--- src/shared/asfb_pkg.sv ---
package asfb_pkg;

   // default widths and options of the bridge
   localparam int ADDR_BUS_WIDTH_DEF      = 32;
   localparam int REQ_ID_WIDTH_DEF        = 1;
   localparam int DATA_BUS_WIDTH_DEF      = 32;
   localparam int DATA_BUS_WIDTH_WIDE     = 64;
   localparam int BURST_SUPPORT_DEF       = 0;
   localparam int POSTED_WRITE_OPTION_DEF = 0;

   // ahb field encodings and positions
   localparam logic [1:0] HTRANS_IDLE    = 2'h0;
   localparam logic [1:0] HTRANS_BUSY    = 2'h1;
   localparam logic [1:0] HTRANS_NONSEQ  = 2'h2;
   localparam logic [1:0] HTRANS_SEQ     = 2'h3;
   localparam int         HTRANS_ACT_BIT = 1;
   localparam logic [2:0] HBURST_SINGLE  = 3'h0;
   localparam int         HPROT_BUF_BIT  = 2;
   localparam logic       HRESP_OKAY     = 1'h0;
   localparam logic       HRESP_ERROR    = 1'h1;

   // reset values of the slow-side response
   localparam logic       HREADYOUT_RST  = 1'h1;

   typedef enum logic [2:0] {
      ST_IDLE = 3'h1,
      ST_DATA = 3'h2,
      ST_RESP = 3'h4
   } asfb_state_t;

   // a write may be posted only when the option is built in
   function automatic logic asfb_is_posted(input logic       opt,
                                           input logic       wr,
                                           input logic [3:0] prot);
      return opt & wr & prot[HPROT_BUF_BIT];
   endfunction

   // without burst support every active beat leaves as a single transfer
   function automatic logic [1:0] asfb_map_trans(input logic       bursts,
                                                 input logic [1:0] tr);
      if (!bursts && tr[HTRANS_ACT_BIT]) begin
         return HTRANS_NONSEQ;
      end
      return tr;
   endfunction

endpackage

--- src/rtl/asfb_hold_slot.sv ---
`timescale 1ns/100ps
module asfb_hold_slot
   import asfb_pkg::*;
#(
   parameter int aw = ADDR_BUS_WIDTH_DEF,
   parameter int mw = REQ_ID_WIDTH_DEF
) (
   input  wire  logic          clock_in,     // fast clock
   input  wire  logic          rstn_in,      // async reset, active low
   input  wire  logic          load_in,      // capture a transfer
   input  wire  logic          clear_in,     // held transfer issued
   input  wire  logic [aw-1:0] haddr_in,     // address to hold
   input  wire  logic [1:0]    htrans_in,    // transfer type to hold
   input  wire  logic [2:0]    hsize_in,     // size to hold
   input  wire  logic          hwrite_in,    // direction to hold
   input  wire  logic [3:0]    hprot_in,     // protection to hold
   input  wire  logic [mw-1:0] hmaster_in,   // requester id to hold
   input  wire  logic          hmastlock_in, // lock to hold
   input  wire  logic [2:0]    hburst_in,    // burst type to hold
   output logic                valid_out,    // a transfer is held
   output logic [aw-1:0]       haddr_out,    // held address
   output logic [1:0]          htrans_out,   // held transfer type
   output logic [2:0]          hsize_out,    // held size
   output logic                hwrite_out,   // held direction
   output logic [3:0]          hprot_out,    // held protection
   output logic [mw-1:0]       hmaster_out,  // held requester id
   output logic                hmastlock_out,// held lock
   output logic [2:0]          hburst_out    // held burst type
);

   always_ff @(posedge clock_in or negedge rstn_in) begin
      if (!rstn_in) begin
         valid_out <= 1'h0;
      end else if (load_in) begin
         valid_out <= 1'h1;
      end else if (clear_in) begin
         valid_out <= 1'h0;
      end
   end

   // fields need no reset: they are only read while valid_out is high
   always_ff @(posedge clock_in) begin
      if (load_in) begin
         haddr_out     <= haddr_in;
         htrans_out    <= htrans_in;
         hsize_out     <= hsize_in;
         hwrite_out    <= hwrite_in;
         hprot_out     <= hprot_in;
         hmaster_out   <= hmaster_in;
         hmastlock_out <= hmastlock_in;
         hburst_out    <= hburst_in;
      end
   end

endmodule

--- src/rtl/asfb_bridge.sv ---
`timescale 1ns/100ps
// What this block does
// - with bursts off, each burst beat leaves as a single transfer
// - with bursts on, bursts are forwarded as bursts
// - address width of both ports is a parameter, default 32
// - requester id width is a parameter, default 1
// - data width is 32 or 64 only, default 32
// - posted write option 1 builds a one-level buffer, 0 none
// - with the buffer, the bufferable protection bit picks buffering
// - a failed posted write gives a one-cycle error pulse
// - fast-side address and control follow slow inputs combinationally
// - responses to the slow side are registered, adding a cycle
// - slow clock enable marks slow edges and sets the ratio
// - a posted write issued live to a ready downstream gets OKAY at once, written downstream later
// - only bufferable writes are posted; reads always wait
// - a transfer during a posted write is held with wait states
module asfb_bridge
   import asfb_pkg::*;
#(
   parameter int addr_bus_width      = ADDR_BUS_WIDTH_DEF,
   parameter int requester_id_width  = REQ_ID_WIDTH_DEF,
   parameter int data_bus_width      = DATA_BUS_WIDTH_DEF,
   parameter int burst_support       = BURST_SUPPORT_DEF,
   parameter int posted_write_option = POSTED_WRITE_OPTION_DEF
) (
   input  wire  logic                          clock_in,        // fast clock
   input  wire  logic                          rstn_in,         // reset, low
   input  wire  logic                          slow_clock_enable_in, // slow edge
   input  wire  logic                          hsel_s_in,       // slow select
   input  wire  logic [addr_bus_width-1:0]     haddr_s_in,      // slow addr
   input  wire  logic [1:0]                    htrans_s_in,     // slow type
   input  wire  logic [2:0]                    hsize_s_in,      // slow size
   input  wire  logic                          hwrite_s_in,     // slow dir
   input  wire  logic [3:0]                    hprot_s_in,      // slow prot
   input  wire  logic [requester_id_width-1:0] hmaster_s_in,    // slow id
   input  wire  logic                          hmastlock_s_in,  // slow lock
   input  wire  logic [2:0]                    hburst_s_in,     // slow burst
   input  wire  logic [data_bus_width-1:0]     hwdata_s_in,     // slow wdata
   input  wire  logic                          hready_s_in,     // slow ready
   output logic                                hreadyout_s_out, // to slow
   output logic                                hresp_s_out,     // to slow
   output logic [data_bus_width-1:0]           hrdata_s_out,    // to slow
   output logic [addr_bus_width-1:0]           haddr_m_out,     // fast addr
   output logic [1:0]                          htrans_m_out,    // fast type
   output logic [2:0]                          hsize_m_out,     // fast size
   output logic                                hwrite_m_out,    // fast dir
   output logic [3:0]                          hprot_m_out,     // fast prot
   output logic [requester_id_width-1:0]       hmaster_m_out,   // fast id
   output logic                                hmastlock_m_out, // fast lock
   output logic [2:0]                          hburst_m_out,    // fast burst
   output logic [data_bus_width-1:0]           hwdata_m_out,    // fast wdata
   input  wire  logic                          hready_m_in,     // fast ready
   input  wire  logic                          hresp_m_in,      // fast resp
   input  wire  logic [data_bus_width-1:0]     hrdata_m_in,     // fast rdata
   output logic                                buffered_write_error_pulse_out
);

   localparam logic BURSTS = (burst_support != 0);
   localparam logic POSTOK = (posted_write_option != 0);

   asfb_state_t                         state_r;
   logic                                posted_r;
   logic                                rel_r;
   logic                                post_wait_r;
   logic                                wcap_r;
   logic                                err_r;
   logic                                err_phase_r;
   logic                                burst_on_r;
   logic                                buffered_write_error_pulse_r;
   logic                                hreadyout_r;
   logic                                hresp_r;
   logic [data_bus_width-1:0]           hrdata_r;
   logic [data_bus_width-1:0]           rdata_buf_r;
   logic [data_bus_width-1:0]           wbuf_r;
   logic                                hold_valid;
   logic [addr_bus_width-1:0]           hold_haddr;
   logic [1:0]                          hold_htrans;
   logic [2:0]                          hold_hsize;
   logic                                hold_hwrite;
   logic [3:0]                          hold_hprot;
   logic [requester_id_width-1:0]       hold_hmaster;
   logic                                hold_hmastlock;
   logic [2:0]                          hold_hburst;
   logic                                take_s;
   logic                                free;
   logic                                issue_live;
   logic                                issue_hold;
   logic                                issuing;
   logic                                accept;
   logic                                hold_load;
   logic                                posted_live;
   logic                                posted_hold;
   logic                                posted_now;
   logic                                done;
   logic                                resp_step;
   logic [1:0]                          src_htrans;
   logic [2:0]                          src_hburst;

   assign take_s = slow_clock_enable_in & hsel_s_in & hready_s_in &
                   htrans_s_in[HTRANS_ACT_BIT];
   assign free        = (state_r == ST_IDLE) & ~hold_valid;
   assign issue_live  = take_s & free;
   assign issue_hold  = hold_valid & (state_r == ST_IDLE);
   assign issuing     = issue_live | issue_hold;
   assign accept      = issuing & hready_m_in;
   // hold while the downstream is busy
   assign hold_load   = (take_s & ~free) | (issue_live & ~hready_m_in);
   assign posted_live = asfb_is_posted(POSTOK, hwrite_s_in, hprot_s_in);
   assign posted_hold = asfb_is_posted(POSTOK, hold_hwrite, hold_hprot);
   assign posted_now  = issue_hold ? posted_hold : posted_live;
   assign done        = (state_r == ST_DATA) & hready_m_in;
   assign resp_step   = slow_clock_enable_in & (state_r == ST_RESP);

   asfb_hold_slot #(
      .aw (addr_bus_width),
      .mw (requester_id_width)
   ) u_hold (
      .clock_in      (clock_in),
      .rstn_in       (rstn_in),
      .load_in       (hold_load),
      .clear_in      (accept & issue_hold),
      .haddr_in      (haddr_s_in),
      .htrans_in     (htrans_s_in),
      .hsize_in      (hsize_s_in),
      .hwrite_in     (hwrite_s_in),
      .hprot_in      (hprot_s_in),
      .hmaster_in    (hmaster_s_in),
      .hmastlock_in  (hmastlock_s_in),
      .hburst_in     (hburst_s_in),
      .valid_out     (hold_valid),
      .haddr_out     (hold_haddr),
      .htrans_out    (hold_htrans),
      .hsize_out     (hold_hsize),
      .hwrite_out    (hold_hwrite),
      .hprot_out     (hold_hprot),
      .hmaster_out   (hold_hmaster),
      .hmastlock_out (hold_hmastlock),
      .hburst_out    (hold_hburst)
   );

   // the forward path must be combinational, so these fast-side outputs
   // are deliberately not flops; only a held transfer comes from storage
   assign src_htrans = issue_hold ? hold_htrans : htrans_s_in;
   assign src_hburst = issue_hold ? hold_hburst : hburst_s_in;
   assign haddr_m_out     = issue_hold ? hold_haddr : haddr_s_in;
   assign hsize_m_out     = issue_hold ? hold_hsize : hsize_s_in;
   assign hwrite_m_out    = issue_hold ? hold_hwrite : hwrite_s_in;
   assign hprot_m_out     = issue_hold ? hold_hprot : hprot_s_in;
   assign hmaster_m_out   = issue_hold ? hold_hmaster : hmaster_s_in;
   assign hmastlock_m_out = issue_hold ? hold_hmastlock : hmastlock_s_in;
   // write data live unless already buffered
   assign hwdata_m_out    = wcap_r ? wbuf_r : hwdata_s_in;

   // bursts forwarded with busy between slow beats
   always_comb begin
      if (issuing) begin
         htrans_m_out = asfb_map_trans(BURSTS, src_htrans);
      end else if (burst_on_r && hsel_s_in && !htrans_s_in[HTRANS_ACT_BIT-1]
                   ^ htrans_s_in[HTRANS_ACT_BIT-1]
                   && htrans_s_in != HTRANS_IDLE
                   && htrans_s_in != HTRANS_NONSEQ) begin
         htrans_m_out = HTRANS_BUSY;
      end else begin
         htrans_m_out = HTRANS_IDLE;
      end
      hburst_m_out = BURSTS ? src_hburst : HBURST_SINGLE;
   end

   always_ff @(posedge clock_in or negedge rstn_in) begin
      if (!rstn_in) begin
         state_r <= ST_IDLE;
      end else begin
         case (state_r)
            ST_IDLE: begin
               if (accept) begin
                  state_r <= ST_DATA;
               end
            end
            ST_DATA: begin
               if (done) begin
                  state_r <= posted_r ? ST_IDLE : ST_RESP;
               end
            end
            ST_RESP: begin
               if (resp_step && (!err_r || err_phase_r)) begin
                  state_r <= ST_IDLE;
               end
            end
            default: begin
               state_r <= ST_IDLE;
            end
         endcase
      end
   end

   always_ff @(posedge clock_in or negedge rstn_in) begin
      if (!rstn_in) begin
         posted_r   <= 1'h0;
         burst_on_r <= 1'h0;
      end else if (accept) begin
         posted_r   <= posted_now;
         burst_on_r <= BURSTS & (src_hburst != HBURST_SINGLE);
      end
   end

   // downstream read data and status wait here for the next slow edge
   always_ff @(posedge clock_in or negedge rstn_in) begin
      if (!rstn_in) begin
         rdata_buf_r <= '0;
         err_r       <= 1'h0;
      end else if (done && !posted_r) begin
         rdata_buf_r <= hrdata_m_in;
         err_r       <= hresp_m_in;
      end
   end

   always_ff @(posedge clock_in or negedge rstn_in) begin
      if (!rstn_in) begin
         err_phase_r <= 1'h0;
      end else if (resp_step) begin
         err_phase_r <= err_r & ~err_phase_r;
      end
   end

   // a held posted write still owes the slow master its okay
   always_ff @(posedge clock_in or negedge rstn_in) begin
      if (!rstn_in) begin
         rel_r <= 1'h0;
      end else if (accept && issue_hold && posted_hold) begin
         rel_r <= 1'h1;
      end else if (slow_clock_enable_in) begin
         rel_r <= 1'h0;
      end
   end

   // the slow data phase ends one slow edge after okay is shown
   always_ff @(posedge clock_in or negedge rstn_in) begin
      if (!rstn_in) begin
         post_wait_r <= 1'h0;
      end else if (slow_clock_enable_in) begin
         post_wait_r <= rel_r | (issue_live & hready_m_in & posted_live);
      end
   end

   // write data is kept only if the downstream outlives the slow phase
   always_ff @(posedge clock_in or negedge rstn_in) begin
      if (!rstn_in) begin
         wbuf_r <= '0;
         wcap_r <= 1'h0;
      end else if (done) begin
         wcap_r <= 1'h0;
      end else if (slow_clock_enable_in && post_wait_r) begin
         wbuf_r <= hwdata_s_in;
         wcap_r <= (state_r == ST_DATA) & posted_r;
      end
   end

   // slow response; a posted write issued live to a ready downstream is answered okay at once
   always_ff @(posedge clock_in or negedge rstn_in) begin
      if (!rstn_in) begin
         hreadyout_r <= HREADYOUT_RST;
         hresp_r     <= HRESP_OKAY;
         hrdata_r    <= '0;
      end else if (slow_clock_enable_in) begin
         if (state_r == ST_RESP && err_r && !err_phase_r) begin
            hreadyout_r <= 1'h0;
            hresp_r     <= HRESP_ERROR;
         end else if (state_r == ST_RESP) begin
            hreadyout_r <= 1'h1;
            hresp_r     <= err_r;
            hrdata_r    <= rdata_buf_r;
         end else if (rel_r) begin
            hreadyout_r <= 1'h1;
            hresp_r     <= HRESP_OKAY;
         end else if (hold_load) begin
            hreadyout_r <= 1'h0;
            hresp_r     <= HRESP_OKAY;
         end else if (issue_live) begin
            hreadyout_r <= posted_live;
            hresp_r     <= HRESP_OKAY;
         end else if (hreadyout_r) begin
            hresp_r     <= HRESP_OKAY;
         end
      end
   end

   // one-cycle pulse for a failed posted write
   always_ff @(posedge clock_in or negedge rstn_in) begin
      if (!rstn_in) begin
         buffered_write_error_pulse_r <= 1'h0;
      end else begin
         buffered_write_error_pulse_r <= done & posted_r & hresp_m_in;
      end
   end

   assign hreadyout_s_out                = hreadyout_r;
   assign hresp_s_out                    = hresp_r;
   assign hrdata_s_out                   = hrdata_r;
   assign buffered_write_error_pulse_out = buffered_write_error_pulse_r;
endmodule

--- config.mk ---
export PLATFORM = sky130hd
export DESIGN_NAME = asfb_bridge
export DESIGN_NICKNAME = d
export VERILOG_FILES = /design/src/shared/asfb_pkg.sv /design/src/rtl/asfb_hold_slot.sv /design/src/rtl/asfb_bridge.sv
export SDC_FILE = /design/constraint.sdc
export NUM_CORES = 1
export LEC_CHECK = 0
export ABC_AREA = 1
export BUFFER_PORTS_ARGS = -buffer_cell sky130_fd_sc_hd__buf_2
export CORE_MARGIN = 8
export CORE_UTILIZATION = 40
export DETAILED_ROUTE_END_ITERATION = 7
export GPL_ROUTABILITY_DRIVEN = 0
export PLACE_DENSITY = 0.77
export SYNTH_ARGS = -nofsm -noshare
export SYNTH_HDL_FRONTEND = slang
export SYNTH_SLANG_ARGS = --single-unit
--- constraint.sdc ---
create_clock -name clock_in -period 2.2 [get_ports clock_in]
set_clock_uncertainty 0.15 [all_clocks]
set_input_delay 0.44 -clock clock_in [delete_from_list [all_inputs] [get_ports clock_in]]
set_output_delay 0.44 -clock clock_in [all_outputs]
set_load 0.03 [all_outputs]
==> results.sh, run 1 <==
export IMPL_status="finished with violations"
export IMPL_violations="setup timing"
export IMPL_leakage_uw=0.00348
export IMPL_drc=0
export IMPL_crit_buf_inv=3
export IMPL_slowest_delay_ns=0.54
export IMPL_cp_slowest_cell="dfstp_2"
export IMPL_yosysSeqAreaShare_pct=62.5
export IMPL_ios=232
export IMPL_path_class="register to primary output"
export IMPL_grt_max_degree=73
export IMPL_netlist_instances=517
export IMPL_postSynthAreaPerCell_um2=9.68
export IMPL_p_per_area_nw_per_um2=1140
export IMPL_grt_setup_unrepaired="yes"
export IMPL_ys_types=23
export IMPL_final_area_um2=6790
export IMPL_clock_sinks=116
export IMPL_htreeDepth=4
export IMPL_grt_antenna_before_repair=1
export IMPL_min_period_ns=2.43
export IMPL_arrival_ns=1.84
export IMPL_row_count=41
export IMPL_insertion_delay_ns=0.41
export IMPL_hold_viol=0
export IMPL_clkTransAtPathRegs_ns=0.05
export IMPL_finalSetupViolCount=44
export IMPL_start_util_pct=40.3
export IMPL_die_height_um=128
export IMPL_area_growth_pct=35.7
export IMPL_grt_pass1_wl_mm=19.2
export IMPL_cts_tree="done"
export IMPL_crit_family="flip-flops"
export IMPL_grt_pass1_vias=3841
export IMPL_drt_iter0_markers=190
export IMPL_vias=3844
export IMPL_min_path_type="input pin to register"
export IMPL_synth_top_area_share_pct=35.0
export IMPL_ys_warn_count=0
export IMPL_layout_commonest_cell="nand2_1"
export IMPL_min_path_cells=1
export IMPL_io_buffers=160
export IMPL_cts_buffers=17
export IMPL_drt_wl_total_mm=12.1
export IMPL_start_kind="register"
export IMPL_coreArea_um2=12400
export IMPL_drive_above_1_share_pct=35.5
export IMPL_p_total_uw=7740
export IMPL_cts_buffer_depth=2
export IMPL_ir_worst_vdd_mv=0.798
export IMPL_wire_per_inst_um=14.3
export IMPL_grt_ovfl_total=0
export IMPL_cp_depth=7
export IMPL_diodes=0
export IMPL_dieArea_um2=16300
export IMPL_detailed_place_area_um2=5760
export IMPL_rr_worst_depth=15
export IMPL_finalMaxSlewViolations=0
export IMPL_timing_fmax_mhz=412
export IMPL_fin_ws_ns=-0.230
export IMPL_pre_cts_ws_ns=0.0368
export IMPL_fin_crit_sh_pct=110
export IMPL_final_util_pct=54.7
export IMPL_worstPathMaxFanout=9
export IMPL_ys_ff_latch=116
export IMPL_via_per_inst=4.53
export IMPL_syn_area_um2=5000
export IMPL_synth_area_leaders="dfrtp_1, edfxtp_1, nand2_1, buf_4, a21oi_1"
export IMPL_end_kind="primary output"
export IMPL_nNetsFinal=782
export IMPL_ant_nets=0
export IMPL_cts_root_buf="clkbuf_16"
export IMPL_crit_chain="inv_2 -> nor2_4 -> nand3_4 -> buf_4 -> nand2_1 -> a21boi_4 -> buf_6"
export IMPL_hpwl_mm=8.07
export IMPL_grt_usage_pct=15.0
export IMPL_crit_required_ns=1.61
export IMPL_yosysTopAreaCell="dfrtp_1"
export IMPL_die_w_um=128
export IMPL_cap_violations=0
export IMPL_firstDrtPassIters=4
export IMPL_layout_common_cells="nand2_1, buf_2, dfrtp_1"
==> where the power goes <==
group | switching (uW) | internal, uW
logic | 1410 | 879
registers | 168 | 2680
clock network | 926 | 1680
==> flip-flops by register name, summed over array words and instances, names as in the netlist <==
signal	cells
rdata_buf_r	32
u_hold.hprot_out	4
u_hold.htrans_out	2
hreadyout_s_out	1
u_hold.hsize_out	3
u_hold.hwrite_out	1
u_hold.valid_out	1
err_r	1
hrdata_s_out	32
state_r	3
err_phase_r	1
u_hold.hmaster_out	1
hresp_s_out	1
u_hold.hmastlock_out	1
u_hold.haddr_out	32
==> cells in the mapped netlist <==
master      n
a21boi_0    2
a21oi_1    34
buf_2       8
buf_4      37
buf_6       9
clkbuf_1    5
conb_1      1
dfrtp_1    70
dfstp_2     2
edfxtp_1   44
inv_1      40
inv_2       2
nand2_1   180
nand3_1     2
nand3_2     2
nand3b_2    1
nand4_1     2
nor2_1     38
nor2_2      1
o21ai_0    23
o21ai_1     5
o21ai_2     8
or2_0       1
==> timing repair <==
action / 4_1_cts / 5_1_grt
hold buffers: 1 / 0
pin swaps: 2 / 3
gates cloned: 1 / 0
hold endpoints to repair: 70 / 0
resized for setup: 92 / 15
endpoints found under the setup margin: 44 / 46
buffers inserted: 13 / 7
==> layer usage <==
layer / up-vias / routed length (um) / track usage, %
li1: 1886 / - / -
met1: 1771 / 5190 / 16.9
met2: 175 / 5480 / 23.3
met3: 10 / 1290 / 8.28
met4: 2 / 123 / 5.80
met5: - / 10 / 0
==> logic make-up (layout without fill, tap and decap cells) <==
| group | after synthesis | count (layout) | share of synthesized area (%) |
|---|---|---|---|
| flip-flops | 116 | 116 | 62.5 |
| buffers and inverters | 101 | 258 | 11.9 |
| AND/OR/NAND/NOR | 227 | 227 | 17.7 |
| other | 1 | 4 | 0.0749 |
| AO/OA/AOI/OAI | 72 | 72 | 7.90 |
==> final timing paths <==
check / endpoint / from / slack, ns
max in group asynchronous: hreadyout_s_out / rstn_in / 1.10
worst min register to register: hrdata_s_out[15] / hrdata_s_out[15] / 0.33
worst max-delay path: htrans_m_out[1] / state_r[0] / -0.23
worst min-delay path: u_hold.haddr_out[12] / haddr_s_in[12] / 0.07
min in group asynchronous: rdata_buf_r[3] / rstn_in / 0.41
worst max register to register: u_hold.valid_out / state_r[0] / 0.10
==> cell type report <==
type	instances	area, um^2
Fill cell	1077	5620
Multi-Input combinational cell	303	1350
Tap cell	172	215
Clock buffer	24	536
Timing Repair Buffer	184	1370
Clock inverter	8	42.5
Inverter	42	160
Sequential cell	116	3130
==> worst register-to-register path: cells and delay by family, from the launching register on <==
kind	cells	cell delay, ns
DFF	1	0.54
buffers and inverters	11	0.93
AOI/OAI and AO/OA	1	0.13
and+or+nand+nor	3	0.23
==> stage by stage <==
stage               hold WS, ns  TNS, ns  cells
floorplan              -0.00559        0    520
global placement          0.311        0    804
detailed placement        0.316        0    804
CTS                      0.0443    -9.71    851
global route             0.0474   -12.09    849
finish                   0.0683    -7.99    849
Power figures use the tool's default switching activity.
==> run 2: changes to the inputs <==
- GPL_ROUTABILITY_DRIVEN: 0 -> unset
- REMOVE_ABC_BUFFERS: unset -> 1
==> run 2 against run 1 <==
  * The run still ends with setup timing left
  * Maximum frequency grew 1.4%
  * Critical path depth is the same
  * Sequential power is essentially flat
  * Worst setup slack gained 0.032 ns
  * Power shrank 4.3%
  * First-iteration DRC count is the same
  * Die area is the same
  * Non-clock buffer count shrank 9
  * Critical endpoint is now htrans_m_out[0]
  * Largest cell class unchanged
==> results.sh, run 2 (synthesis results as in run 1) <==
export IMPL_status="finished with violations"
export IMPL_violations="setup timing"
export IMPL_drt_wl_total_mm=12.9
export IMPL_end_kind="primary output"
export IMPL_firstDrtPassIters=4
export IMPL_detailed_place_area_um2=5710
export IMPL_layout_commonest_cell="nand2_1"
export IMPL_p_seq_share_pct=38.4
export IMPL_drt_iter0_markers=190
export IMPL_min_period_ns=2.40
export IMPL_grt_setup_unrepaired="yes"
export IMPL_holdWs_ns=0.0736
export IMPL_timing_fmax_mhz=417
export IMPL_io_buffers=160
export IMPL_vias=3852
export IMPL_cts_root_buf="clkbuf_16"
export IMPL_diodes=0
export IMPL_start_util_pct=40.3
export IMPL_grt_pass1_wl_mm=19.8
export IMPL_row_count=41
export IMPL_cap_violations=0
export IMPL_coreArea_um2=12400
export IMPL_drive_above_1_share_pct=33.1
export IMPL_finalMaxSlewViolations=0
export IMPL_dieArea_um2=16300
export IMPL_start_kind="register"
export IMPL_final_area_um2=6490
export IMPL_insertion_delay_ns=0.41
export IMPL_sw_frac_of_total_pct=32.4
export IMPL_via_per_inst=4.59
export IMPL_comb_power_share_pct=27.5
export IMPL_arrival_ns=1.81
export IMPL_cts_tree="done"
export IMPL_cts_buffer_depth=2
export IMPL_cts_buffers=17
export IMPL_ir_worst_vdd_mv=0.583
export IMPL_hold_viol=0
export IMPL_ant_nets=0
export IMPL_hpwl_mm=9.05
export IMPL_grt_max_degree=68
export IMPL_wire_per_inst_um=15.4
export IMPL_ios=232
export IMPL_htreeDepth=4
export IMPL_path_class="register to primary output"
export IMPL_clkTransAtPathRegs_ns=0.05
export IMPL_drc=0
export IMPL_cellInternalPower_uw=5010
export IMPL_die_w_um=128
export IMPL_area_growth_pct=29.6
export IMPL_die_height_um=128
export IMPL_finalSetupViolCount=44
export IMPL_grt_usage_pct=16.0
export IMPL_grt_pass1_vias=3781
export IMPL_layout_common_cells="nand2_1, buf_2, dfrtp_1"
export IMPL_leakage_uw=0.00337
export IMPL_min_path_type="input pin to register"
export IMPL_nNetsFinal=773
export IMPL_fin_crit_sh_pct=109
export IMPL_p_per_area_nw_per_um2=1140
export IMPL_p_sw_uw=2400
export IMPL_grt_antenna_before_repair=0
export IMPL_fin_tns_setup_ns=-6.42
export IMPL_crit_required_ns=1.61
export IMPL_gp_congestion=0.824
export IMPL_p_total_uw=7410
export IMPL_worstPathMaxFanout=3
export IMPL_clkPwrFrac_pct=34.1
export IMPL_clock_sinks=116
export IMPL_fin_ws_ns=-0.197
export IMPL_grt_ovfl_total=0
run 2: cell count changes in the layout (fill, tap and decap cells not counted), moves of 2 or more:
cell,previous run,this run
clkbuf_8,2,7
buf_4,15,51
buf_6,44,2
clkinv_2,7,4
clkbuf_16,20,17
buf_12,7,5
nand2_2,4,0
clkbuf_1,2,4
nand2_1,175,180
run 2: power groups by stage:
stage | Clock [uW] | Combinational, uW | Sequential [uW]
floorplan | 0 | 928 | 3170
global placement | 0 | 1830 | 2860
detailed placement | 0 | 1880 | 2870
CTS | 2600 | 2050 | 2850
global route | 2700 | 2230 | 2890
finish | 2530 | 2040 | 2840
run 2: worst paths after layout:
check | start | to | slack [ns] | depth (start not counted)
min in group asynchronous | rstn_in | hrdata_s_out[0] | 0.37 | 2
worst min-delay path | hmastlock_s_in | u_hold.hmastlock_out | 0.07 | 1
worst min register to register | hrdata_s_out[11] | hrdata_s_out[11] | 0.33 | 2
worst max register to register | state_r[0] | u_hold.haddr_out[23] | 0.34 | 7
worst max-delay path | state_r[0] | htrans_m_out[0] | -0.20 | 7
max in group asynchronous | rstn_in | state_r[0] | 0.93 | 3
run 2: what timing repair did:
item                       CTS  global route
resized for setup           53             1
pin swaps                    2             2
hold endpoints to repair    30             0
buffers inserted             5             1
setup endpoints to repair   44            44
gates cloned                 1             0
hold buffers                 1             0
run 2: per-layer routing:
layer,wire [um],share of wire (%),global-route usage [%]
met1,5470,42,19.1
met2,5260,41,22.0
met3,1970,15,10.1
met5,0,0,1.63
met4,207,1.6,6.92
run 2: critical path, cell delays in order (launching register included):
cell	delay (ns)
dfstp_2	0.53
inv_2	0.05
nor2_4	0.10
nand3_4	0.11
buf_6	0.14
or2_0	0.19
a21oi_1	0.12
buf_4	0.17
run 2: layout make-up:
type	instances	area [um^2]
Fill cell	1116	5930
Sequential cell	116	3130
Multi-Input combinational cell	303	1310
Timing Repair Buffer	175	1120
Clock buffer	28	537
Tap cell	172	215
Inverter	42	160
Clock inverter	4	20.0
run 2: through the flow:
step / utilization [%] / setup slack (ns) / cells
floorplan: - / -0.996 / 461
global placement: 46.0 / 0.0717 / 800
detailed placement: 46.0 / 0.0608 / 800
CTS: 52.2 / -0.252 / 839
global route: 52.3 / -0.313 / 840
finish: 52.3 / -0.197 / 840
